==> src/ssp_defines.vh <==
// Operation
// - Slave interface works only while config bit 0 is set; otherwise disabled.
// - Output data launched on falling edge if bit 15 clear, rising if set.
// - Input data sampled on falling edge if bit 14 clear, rising if set.
// - Bits 9:8 advance output timing by up to 2 serial cycles; default 2.
// - Bits 7:1 delay the output driver by that many core clock cycles.
// - Driver delay settings 0 and 1 both give about 2 core cycles at pad.
// - Config register resets to 0200 hex: disabled, falling edges, advance 2.
`ifndef SSP_DEFINES_VH
`define SSP_DEFINES_VH

// ----------------------------------------------------------------------
// Register map (byte addresses)
// ----------------------------------------------------------------------
`define SSP_AW            16
`define SSP_ADDR_CFG      16'hf580
`define SSP_ADDR_RXDATA   16'hf584
`define SSP_ADDR_TXDATA   16'hf588
`define SSP_ADDR_STATUS   16'hf58c

// ----------------------------------------------------------------------
// Configuration fields
// ----------------------------------------------------------------------
`define SSP_CFG_RESET     16'h0200
`define SSP_CFG_WMASK     16'hc3ff
`define SSP_CFG_EN        0
`define SSP_CFG_DLY_LO    1
`define SSP_CFG_DLY_HI    7
`define SSP_CFG_ADV_LO    8
`define SSP_CFG_ADV_HI    9
`define SSP_CFG_IN_SEL    14
`define SSP_CFG_OUT_SEL   15

// ----------------------------------------------------------------------
// Status fields and data path
// ----------------------------------------------------------------------
`define SSP_ST_EMPTY      0
`define SSP_ST_FULL       1
`define SSP_ST_OVF        2
`define SSP_ST_FRAME      3
`define SSP_ST_CNT_LO     8
`define SSP_ST_CNT_HI     12
`define SSP_TX_RESET      8'hff
`define SSP_DATA_W        8
`define SSP_FIFO_DEPTH    16
`define SSP_FIFO_AW       4
`define SSP_ADV_MAX       2'h2
`define SSP_BITS_PER_BYTE 3'h7

`endif

==> src/ssp_sync.v <==
`timescale 1ns/1ns
`default_nettype none

module ssp_sync #(
  parameter W = 1
) (
  input  wire         pclk,
  input  wire         presetn,
  input  wire [W-1:0] din,
  output reg  [W-1:0] dout
);

  reg [W-1:0] s1_ff;
  reg [W-1:0] s2_ff;
  reg [W-1:0] s3_ff;

  // Three stages; output follows once stages two and three agree
  always @(posedge pclk or negedge presetn) begin
    if (!presetn) begin
      s1_ff <= {W{1'b1}};
      s2_ff <= {W{1'b1}};
      s3_ff <= {W{1'b1}};
      dout  <= {W{1'b1}};
    end else begin
      s1_ff <= din;
      s2_ff <= s1_ff;
      s3_ff <= s2_ff;
      dout  <= (s2_ff & s3_ff) | (dout & (s2_ff ^ s3_ff));
    end
  end

endmodule
`default_nettype wire

==> src/ssp_fifo.v <==
`timescale 1ns/1ns
`default_nettype none

module ssp_fifo #(
  parameter WIDTH = 8,
  parameter DEPTH = 16,
  parameter AW    = 4
) (
  input  wire             pclk,
  input  wire             presetn,
  input  wire             in_valid,
  output wire             in_ready,
  input  wire [WIDTH-1:0] in_data,
  output wire             out_valid,
  input  wire             out_ready,
  output wire [WIDTH-1:0] out_data,
  output wire [AW:0]      level
);

  reg [WIDTH-1:0] mem_ff [0:DEPTH-1];
  reg [AW-1:0]    wr_ptr_ff;
  reg [AW-1:0]    rd_ptr_ff;
  reg [AW:0]      cnt_ff;
  wire            push;
  wire            pop;

  assign in_ready  = (cnt_ff != DEPTH[AW:0]);
  assign out_valid = (cnt_ff != {(AW+1){1'b0}});
  assign out_data  = mem_ff[rd_ptr_ff];
  assign level     = cnt_ff;
  assign push      = in_valid & in_ready;
  assign pop       = out_valid & out_ready;

  // Storage write
  always @(posedge pclk) begin
    if (push) begin
      mem_ff[wr_ptr_ff] <= in_data;
    end
  end

  // Pointers and fill count
  always @(posedge pclk or negedge presetn) begin
    if (!presetn) begin
      wr_ptr_ff <= {AW{1'b0}};
      rd_ptr_ff <= {AW{1'b0}};
      cnt_ff    <= {(AW+1){1'b0}};
    end else begin
      if (push) begin
        wr_ptr_ff <= wr_ptr_ff + 1'b1;
      end
      if (pop) begin
        rd_ptr_ff <= rd_ptr_ff + 1'b1;
      end
      if (push && !pop) begin
        cnt_ff <= cnt_ff + 1'b1;
      end else if (pop && !push) begin
        cnt_ff <= cnt_ff - 1'b1;
      end
    end
  end

endmodule
`default_nettype wire

==> src/ssp_top.v <==
`include "ssp_defines.vh"
`timescale 1ns/1ns
`default_nettype none

module ssp_top (
  input  wire                  pclk,
  input  wire                  presetn,
  input  wire                  psel,
  input  wire                  penable,
  input  wire                  pwrite,
  input  wire [`SSP_AW-1:0]    paddr,
  input  wire [31:0]           pwdata,
  output reg  [31:0]           prdata_ff,
  output reg                   pready_ff,
  output reg                   pslverr_ff,
  input  wire                  spi_sck,
  input  wire                  spi_cs_n,
  input  wire                  spi_sdi,
  output reg                   spi_sdo_ff,
  output reg                   spi_sdo_oe_ff
);

  // --------------------------------------------------------------------
  // Declarations
  // --------------------------------------------------------------------
  reg  [15:0]              cfg_ff;
  reg  [7:0]               tx_data_ff;
  reg                      ovf_ff;
  reg                      sck_prev_ff;
  reg                      cs_prev_ff;
  reg  [7:0]               rx_shift_ff;
  reg  [2:0]               rx_cnt_ff;
  reg  [7:0]               tx_shift_ff;
  reg  [2:0]               tx_cnt_ff;
  reg                      sampled_ff;
  reg  [1:0]               adv_pipe_ff;
  reg                      pend_bit_ff;
  reg                      pend_oe_ff;
  reg  [6:0]               dly_cnt_ff;
  reg                      dly_busy_ff;
  reg                      push_ff;
  reg  [7:0]               push_data_ff;
  reg  [7:0]               nxt_rx_shift;
  reg  [31:0]              nxt_prdata;
  reg                      nxt_slverr;
  reg                      out_bit;
  wire [2:0]               pin_lvl;
  wire                     sck_lvl;
  wire                     cs_lvl;
  wire                     sdi_lvl;
  wire                     cfg_en;
  wire                     out_sel;
  wire                     in_sel;
  wire [1:0]               cfg_adv;
  wire [6:0]               cfg_dly;
  wire                     sck_rise;
  wire                     sck_fall;
  wire                     in_frame;
  wire                     frame_start;
  wire                     sample_edge;
  wire                     launch_edge;
  wire                     setup_ph;
  wire                     access_done;
  wire                     wr_done;
  wire                     rd_done;
  wire                     fifo_in_ready;
  wire                     fifo_out_valid;
  wire [7:0]               fifo_out_data;
  wire [`SSP_FIFO_AW:0]    fifo_level;
  wire                     pop_req;
  wire                     ovf_set;

  // --------------------------------------------------------------------
  // Helper functions
  // --------------------------------------------------------------------

  // Address compare on the word address
  function addr_hit;
    input [`SSP_AW-1:0] a;
    input [`SSP_AW-1:0] b;
    begin
      addr_hit = (a[`SSP_AW-1:2] == b[`SSP_AW-1:2]);
    end
  endfunction

  // Extra core cycles before the pad follows a launch
  function [6:0] drv_wait;
    input [6:0] dly;
    begin
      if (dly <= 7'h01) begin
        drv_wait = 7'h00;
      end else begin
        drv_wait = dly - 7'h01;
      end
    end
  endfunction

  // --------------------------------------------------------------------
  // Pin synchronisers
  // --------------------------------------------------------------------
  ssp_sync #(
    .W (3)
  ) u_sync (
    .pclk    (pclk),
    .presetn (presetn),
    .din     ({spi_sck, spi_cs_n, spi_sdi}),
    .dout    (pin_lvl)
  );

  assign sck_lvl = pin_lvl[2];
  assign cs_lvl  = pin_lvl[1];
  assign sdi_lvl = pin_lvl[0];

  // --------------------------------------------------------------------
  // Configuration decode
  // --------------------------------------------------------------------
  assign cfg_en  = cfg_ff[`SSP_CFG_EN];
  assign out_sel = cfg_ff[`SSP_CFG_OUT_SEL];
  assign in_sel  = cfg_ff[`SSP_CFG_IN_SEL];
  assign cfg_adv = cfg_ff[`SSP_CFG_ADV_HI:`SSP_CFG_ADV_LO];
  assign cfg_dly = cfg_ff[`SSP_CFG_DLY_HI:`SSP_CFG_DLY_LO];

  // Edge detection on the filtered serial clock
  assign sck_rise    = sck_lvl & ~sck_prev_ff;
  assign sck_fall    = ~sck_lvl & sck_prev_ff;
  assign in_frame    = cfg_en & ~cs_lvl;
  assign frame_start = in_frame & cs_prev_ff;
  assign sample_edge = in_frame & (in_sel ? sck_rise : sck_fall);
  assign launch_edge = in_frame & (out_sel ? sck_rise : sck_fall);

  always @(posedge pclk or negedge presetn) begin
    if (!presetn) begin
      sck_prev_ff <= 1'b1;
      cs_prev_ff  <= 1'b1;
    end else begin
      sck_prev_ff <= sck_lvl;
      cs_prev_ff  <= cs_lvl;
    end
  end

  // --------------------------------------------------------------------
  // Receive path
  // --------------------------------------------------------------------

  // Next receive shift value
  always @* begin
    nxt_rx_shift = {rx_shift_ff[6:0], sdi_lvl};
  end

  // Shift in bits, hand each full byte to the buffer
  always @(posedge pclk or negedge presetn) begin
    if (!presetn) begin
      rx_shift_ff  <= 8'h00;
      rx_cnt_ff    <= 3'h0;
      push_ff      <= 1'b0;
      push_data_ff <= 8'h00;
    end else begin
      push_ff <= 1'b0;
      if (!in_frame) begin
        rx_cnt_ff <= 3'h0;
      end else if (sample_edge) begin
        rx_shift_ff <= nxt_rx_shift;
        rx_cnt_ff   <= rx_cnt_ff + 3'h1;
        if (rx_cnt_ff == `SSP_BITS_PER_BYTE) begin
          push_ff      <= 1'b1;
          push_data_ff <= nxt_rx_shift;
        end
      end
    end
  end

  // Receive buffer
  ssp_fifo #(
    .WIDTH (`SSP_DATA_W),
    .DEPTH (`SSP_FIFO_DEPTH),
    .AW    (`SSP_FIFO_AW)
  ) u_fifo (
    .pclk      (pclk),
    .presetn   (presetn),
    .in_valid  (push_ff),
    .in_ready  (fifo_in_ready),
    .in_data   (push_data_ff),
    .out_valid (fifo_out_valid),
    .out_ready (pop_req),
    .out_data  (fifo_out_data),
    .level     (fifo_level)
  );

  // Overflow when a byte finds the buffer full
  assign ovf_set = push_ff & ~fifo_in_ready;

  // --------------------------------------------------------------------
  // Transmit path
  // --------------------------------------------------------------------

  // Byte shifting, launched only after a sample in the same bit
  always @(posedge pclk or negedge presetn) begin
    if (!presetn) begin
      tx_shift_ff <= 8'h00;
      tx_cnt_ff   <= 3'h0;
      sampled_ff  <= 1'b0;
      adv_pipe_ff <= 2'h0;
    end else begin
      if (frame_start) begin
        tx_shift_ff <= tx_data_ff;
        tx_cnt_ff   <= 3'h0;
        sampled_ff  <= 1'b0;
        adv_pipe_ff <= {2{tx_data_ff[7]}};
      end else if (in_frame) begin
        if (sample_edge) begin
          sampled_ff <= 1'b1;
        end
        if (launch_edge && sampled_ff) begin
          sampled_ff  <= sample_edge;
          adv_pipe_ff <= {adv_pipe_ff[0], tx_shift_ff[7]};
          tx_cnt_ff   <= tx_cnt_ff + 3'h1;
          if (tx_cnt_ff == `SSP_BITS_PER_BYTE) begin
            tx_shift_ff <= tx_data_ff;
          end else begin
            tx_shift_ff <= {tx_shift_ff[6:0], 1'b0};
          end
        end
      end
    end
  end

  // Advance select: two is earliest, zero lags two launch edges
  always @* begin
    case (cfg_adv)
      2'h0: out_bit = adv_pipe_ff[1];
      2'h1: out_bit = adv_pipe_ff[0];
      default: out_bit = tx_shift_ff[7];
    endcase
  end

  // --------------------------------------------------------------------
  // Output driver delay
  // --------------------------------------------------------------------

  // Hold the wanted pad value, release after the programmed wait
  always @(posedge pclk or negedge presetn) begin
    if (!presetn) begin
      pend_bit_ff   <= 1'b0;
      pend_oe_ff    <= 1'b0;
      dly_cnt_ff    <= 7'h00;
      dly_busy_ff   <= 1'b0;
      spi_sdo_ff    <= 1'b0;
      spi_sdo_oe_ff <= 1'b0;
    end else begin
      if ((out_bit != pend_bit_ff) || (in_frame != pend_oe_ff)) begin
        pend_bit_ff <= out_bit;
        pend_oe_ff  <= in_frame;
        dly_cnt_ff  <= drv_wait(cfg_dly);
        dly_busy_ff <= 1'b1;
      end else if (dly_busy_ff) begin
        if (dly_cnt_ff == 7'h00) begin
          spi_sdo_ff    <= pend_bit_ff;
          spi_sdo_oe_ff <= pend_oe_ff;
          dly_busy_ff   <= 1'b0;
        end else begin
          dly_cnt_ff <= dly_cnt_ff - 7'h01;
        end
      end
    end
  end

  // --------------------------------------------------------------------
  // APB slave
  // --------------------------------------------------------------------
  assign setup_ph    = psel & ~penable;
  assign access_done = psel & penable & pready_ff;
  assign wr_done     = access_done & pwrite & ~pslverr_ff;
  assign rd_done     = access_done & ~pwrite & ~pslverr_ff;
  assign pop_req     = rd_done & addr_hit(paddr, `SSP_ADDR_RXDATA);

  // Read data and error decode during setup
  always @* begin
    nxt_prdata = 32'h0000_0000;
    nxt_slverr = 1'b0;
    if (addr_hit(paddr, `SSP_ADDR_CFG)) begin
      nxt_prdata = {16'h0000, cfg_ff & `SSP_CFG_WMASK};
    end else if (addr_hit(paddr, `SSP_ADDR_RXDATA)) begin
      nxt_prdata = {24'h000000, fifo_out_data & {8{fifo_out_valid}}};
    end else if (addr_hit(paddr, `SSP_ADDR_TXDATA)) begin
      nxt_prdata = {24'h000000, tx_data_ff};
    end else if (addr_hit(paddr, `SSP_ADDR_STATUS)) begin
      nxt_prdata[`SSP_ST_EMPTY] = ~fifo_out_valid;
      nxt_prdata[`SSP_ST_FULL]  = ~fifo_in_ready;
      nxt_prdata[`SSP_ST_OVF]   = ovf_ff;
      nxt_prdata[`SSP_ST_FRAME] = in_frame;
      nxt_prdata[`SSP_ST_CNT_HI:`SSP_ST_CNT_LO] = fifo_level;
    end else begin
      nxt_slverr = 1'b1;
    end
  end

  // One wait-free access phase after each setup
  always @(posedge pclk or negedge presetn) begin
    if (!presetn) begin
      pready_ff  <= 1'b0;
      pslverr_ff <= 1'b0;
      prdata_ff  <= 32'h0000_0000;
    end else begin
      pready_ff <= setup_ph;
      if (setup_ph) begin
        pslverr_ff <= nxt_slverr;
        prdata_ff  <= pwrite ? 32'h0000_0000 : nxt_prdata;
      end else if (access_done) begin
        pslverr_ff <= 1'b0;
      end
    end
  end

  // Register writes and sticky overflow, set beats clear
  always @(posedge pclk or negedge presetn) begin
    if (!presetn) begin
      cfg_ff     <= `SSP_CFG_RESET;
      tx_data_ff <= `SSP_TX_RESET;
      ovf_ff     <= 1'b0;
    end else begin
      if (wr_done && addr_hit(paddr, `SSP_ADDR_CFG)) begin
        cfg_ff <= pwdata[15:0] & `SSP_CFG_WMASK;
      end
      if (wr_done && addr_hit(paddr, `SSP_ADDR_TXDATA)) begin
        tx_data_ff <= pwdata[7:0];
      end
      if (ovf_set) begin
        ovf_ff <= 1'b1;
      end else if (wr_done && addr_hit(paddr, `SSP_ADDR_STATUS) &&
                   pwdata[`SSP_ST_OVF]) begin
        ovf_ff <= 1'b0;
      end
    end
  end

endmodule
`default_nettype wire

==> config.mk <==
export PLATFORM = sky130hd
export DESIGN_NAME = ssp_top
export DESIGN_NICKNAME = d
export VERILOG_FILES = /design/src/ssp_sync.v /design/src/ssp_fifo.v /design/src/ssp_top.v
export VERILOG_INCLUDE_DIRS = /design/src
export SDC_FILE = /design/constraint.sdc
export NUM_CORES = 1
export LEC_CHECK = 0
export BUFFER_PORTS_ARGS = -buffer_cell sky130_fd_sc_hd__buf_2
export CAP_MARGIN = 20
export CORE_UTILIZATION = 50
export CTS_BUF_LIST = sky130_fd_sc_hd__clkbuf_8
export DETAILED_ROUTE_END_ITERATION = 7
export PLACE_DENSITY = 0.8
export SYNTH_ARGS = -nofsm -noshare
export SYNTH_HDL_FRONTEND = slang
export SYNTH_HIERARCHICAL = 1
export SYNTH_SLANG_ARGS = --single-unit
==> constraint.sdc <==
create_clock -name pclk -period 3.62 [get_ports pclk]
set_input_delay 0.362 -clock pclk [delete_from_list [all_inputs] [get_ports pclk]]
set_output_delay 0.362 -clock pclk [all_outputs]
set_load 0.005 [all_outputs]
==> flow_summary.toml <==
[setup_path]
cp_cell_sequence = "nand4b_1 > nor4_1 > nand2_1 > ha_1 > inv_1 > ha_1 > a21o_1 > a21oi_1 > mux2i_1 > xnor2_1"
crit_fanout = 5
cp_slowest_cell = "nor4_1"
cp.buffers_inverters = 1
slowest_delay_ns = 0.54
path_common_cell = "ha_1"
critPathLaunchType = "flop"
critical-path-top-delay-family = "simple AND/OR/NAND/NOR gates"
arrival_ns = 3.42
critical_path_class = "flop to flop"
crit_required_ns = 4.08
endpoint_kind = "flop"

[synthesis]
muxShareOfSynthArea = 0.1274
synthDistinctLibCells = 69
yosys_warnings = 6
synthArstFlopShare = 0.4622
synth_fa_ha_area_frac = 0.02587
synth-simple-area-share = 0.08312
synth_top_family_by_area = "multiplexers"
ys_seq_area_frac = 0.6342
synth.avg_cell_area_um2 = 14.55
synthXorXnorAreaFrac = 0.01593
synth_compound_area_frac = 0.07198
ys_dominant_reg_cell = "edfxtp_1"
synth_edf_count = 128
mappedNetlistArea_um2 = 10450
synthCells = 718
ys_ff_latch = 238

[power_and_ir_drop]
p_leak_nw = 4.411
power_density_nw_per_um2 = 438.5
vdd_drop_max_mv = 0.2908

[place]
dp.cells = 1018
postPlaceCellArea_um2 = 10840
hpwl_mm = 13.29
globalplace.congestion = 0.8133
portBuffers = 52

[finish]
fillers = 1534
drive_gt1_frac = 0.2372
fin_util = 0.5688
fin_cells = 1092
final_common_cell = "edfxtp_1"
finalNetCount = 869
antennaDiodeCount = 0
area_growth_pct = 10.89
final_cell_mix = "edfxtp_1 (128), dfrtp_1 (86), buf_2 (51), mux2i_1 (49), nand2_1 (48)"
finalInstanceArea_um2 = 11580

[sta]
rsz0062_at_grt = "no"
worstMarginPinSlew_ns = 0.9000
clock.fmax_ghz = 0.3379
hold_violations = 0
setup_viol = 0
slew_headroom = 0.3955
period_share = 0.8174
period_minus_slack_ns = 2.959
final.setup.tns_ns = 0
report.final.slew_viol_count = 0
skew_ns = 0.03469

[detailed_routing]
drc_errors = 0
first_pass_iters = 5
routed_wl_mm = 19.86
vias = 6009
drtAntennaViolNets = 0
drt-initial-drc-count = 425
wl_per_cell_um = 18.19
vias_per_cell = 5.503

[cts]
cts_buffers = 38
htreeDepth = 2
root_buffer = "clkbuf_8"
clock_latency_ns = 0.55
post_cts_buffers = 0
cts_tree = "done"
cts_buffer_depth = 3
clk_pin_slew_ns = 0.06
cts_sinks = 238

[grt]
grt_start_max_net_pins = 64
grt.overflow.total = 0
grt_pass1_vias = 5856
gr-usage-all-layers = 0.1908
grt_pass1_wl_mm = 31.39
antenna_found_initial = 0

[floorplanning]
io_pins = 92
initial_core_util = 0.5130
die_h_um = 146.5
rows = 52
core_area_um2 = 20360
dieArea_um2 = 21470
die_w_um = 146.5

[run]
cap_violations = 0

[status]
status = "complete, no violations"

[min_path]
holdCritPathClass = "input pin to flop"
## power breakdown
group	switching (mW)	internal (mW)
Clock	1.01	1.10
Combinational	0.0645	0.0355
Sequential	0.00922	2.86
Total	1.08	3.99
## stage by stage
step	worst slack, ns	total power [mW]	hold WS [ns]
after CTS	0.6898	5.128	0.03847
after floorplan	0.7818	2.972	0.06641
after global routing	0.5439	5.264	0.04302
after detailed placement	0.3550	3.018	0.3476
after global placement	0.5096	3.015	0.3462
final	0.6609	5.080	0.05851
## flip-flops by register name, summed over array words and instances, names as in the netlist, 4 cells and up
signal and flops:
u_fifo/wr_ptr_ff 4, prdata_ff 15, u_fifo/level 5, u_fifo/mem_ff 128, push_data_ff 8, rx_shift_ff 7
tx_shift_ff 8, u_fifo/rd_ptr_ff 4, tx_data_ff 8, dly_cnt_ff 7, cfg_ff 12
## routing by layer
layer | vias to the layer above | track usage | routed length [um]
met4 | 0 | 0.07448 | 476
met2 | 209 | 0.2964 | 9554
met1 | 2975 | 0.2660 | 8684
met3 | 33 | 0.03750 | 1147
met5 | - | 0 | 0
li1 | 2792 | - | -
## synth_stat cells (all sizes together), types with 3 or more instances
| library cell | instances | share of area |
|---|---|---|
| edfxtp | 128 | 0.37 |
| dfrtp | 87 | 0.21 |
| mux2i | 49 | 0.047 |
| nand2 | 49 | 0.018 |
| nor2 | 47 | 0.018 |
| mux2 | 40 | 0.046 |
| buf | 36 | 0.030 |
| a21oi | 28 | 0.016 |
| dfstp | 23 | 0.058 |
| inv | 21 | 0.0075 |
| o21ai | 21 | 0.010 |
| ha | 20 | 0.024 |
| a221oi | 16 | 0.015 |
| mux4 | 16 | 0.034 |
| xnor2 | 14 | 0.012 |
| a22oi | 12 | 0.0086 |
| clkbuf | 11 | 0.0040 |
| nand3 | 11 | 0.0057 |
| nand2b | 10 | 0.0062 |
| nor3 | 10 | 0.0063 |
| a22o | 6 | 0.0050 |
| nor4 | 6 | 0.0071 |
| a21o | 5 | 0.0036 |
| nor2b | 5 | 0.0030 |
| xor2 | 5 | 0.0042 |
| nand3b | 4 | 0.0029 |
| o41ai | 4 | 0.0034 |
| and2 | 3 | 0.0023 |
| and3b | 3 | 0.0025 |
| nand4 | 3 | 0.0018 |
| o211ai | 3 | 0.0022 |
## worst reg2reg max path: stages (launching register included)
cell	delay [ns]
dfrtp_1	0.39
nand4b_1	0.24
nor4_1	0.54
nand2_1	0.24
ha_1	0.26
inv_1	0.15
ha_1	0.29
a21o_1	0.16
a21oi_1	0.22
mux2i_1	0.25
xnor2_1	0.13
## timing repair
action	CTS	global route
setup endpoints to repair	0	0
hold endpoints to repair	52	0
gates resized for setup	0	0
hold buffers	4	0
## path summary, 6_finish.rpt
kind | from | endpoint | slack [ns] | depth (start not counted)
max reg2reg | pslverr_ff$_DFFE_PN0P_ | u_fifo/level[4]$_DFFE_PN0P_ | 0.66 | 10
min in group asynchronous | presetn | spi_sdo_ff$_DFFE_PN0P_ | 0.45 | 2
min reg2reg | u_sync/s1_ff[0]$_DFF_PN1_ | u_sync/s2_ff[0]$_DFF_PN1_ | 0.35 | 0
max in group asynchronous | presetn | sck_prev_ff$_DFF_PN1_ | 2.24 | 3
min | pwdata[9] | cfg_ff[9]$_DFFE_PN1P_ | 0.06 | 2
max | pslverr_ff$_DFFE_PN0P_ | u_fifo/level[4]$_DFFE_PN0P_ | 0.66 | 10
## layout make-up
| type | instances | area [um^2] | share of cell area |
|---|---|---|---|
| Sequential cell | 238 | 6626 | 0.5720 |
| Clock buffer | 40 | 550.5 | 0.04753 |
| Tap cell | 270 | 337.8 | 0.02916 |
| Multi-Input combinational cell | 428 | 3452 | 0.2980 |
| Clock inverter | 30 | 155.1 | 0.01339 |
| Inverter | 21 | 78.83 | 0.006805 |
| Timing Repair Buffer | 65 | 382.9 | 0.03305 |
## cell families (layout without fill, tap and decap cells)
group	Yosys count	count (layout)
simple gates	162	162
buf+inv	68	156
compound gates	104	104
fa+ha+maj	21	21
mux	105	105
xor+xnor	19	19
flops	238	238
other cells	1	17
No activity file was read; power rests on OpenSTA's default activity.
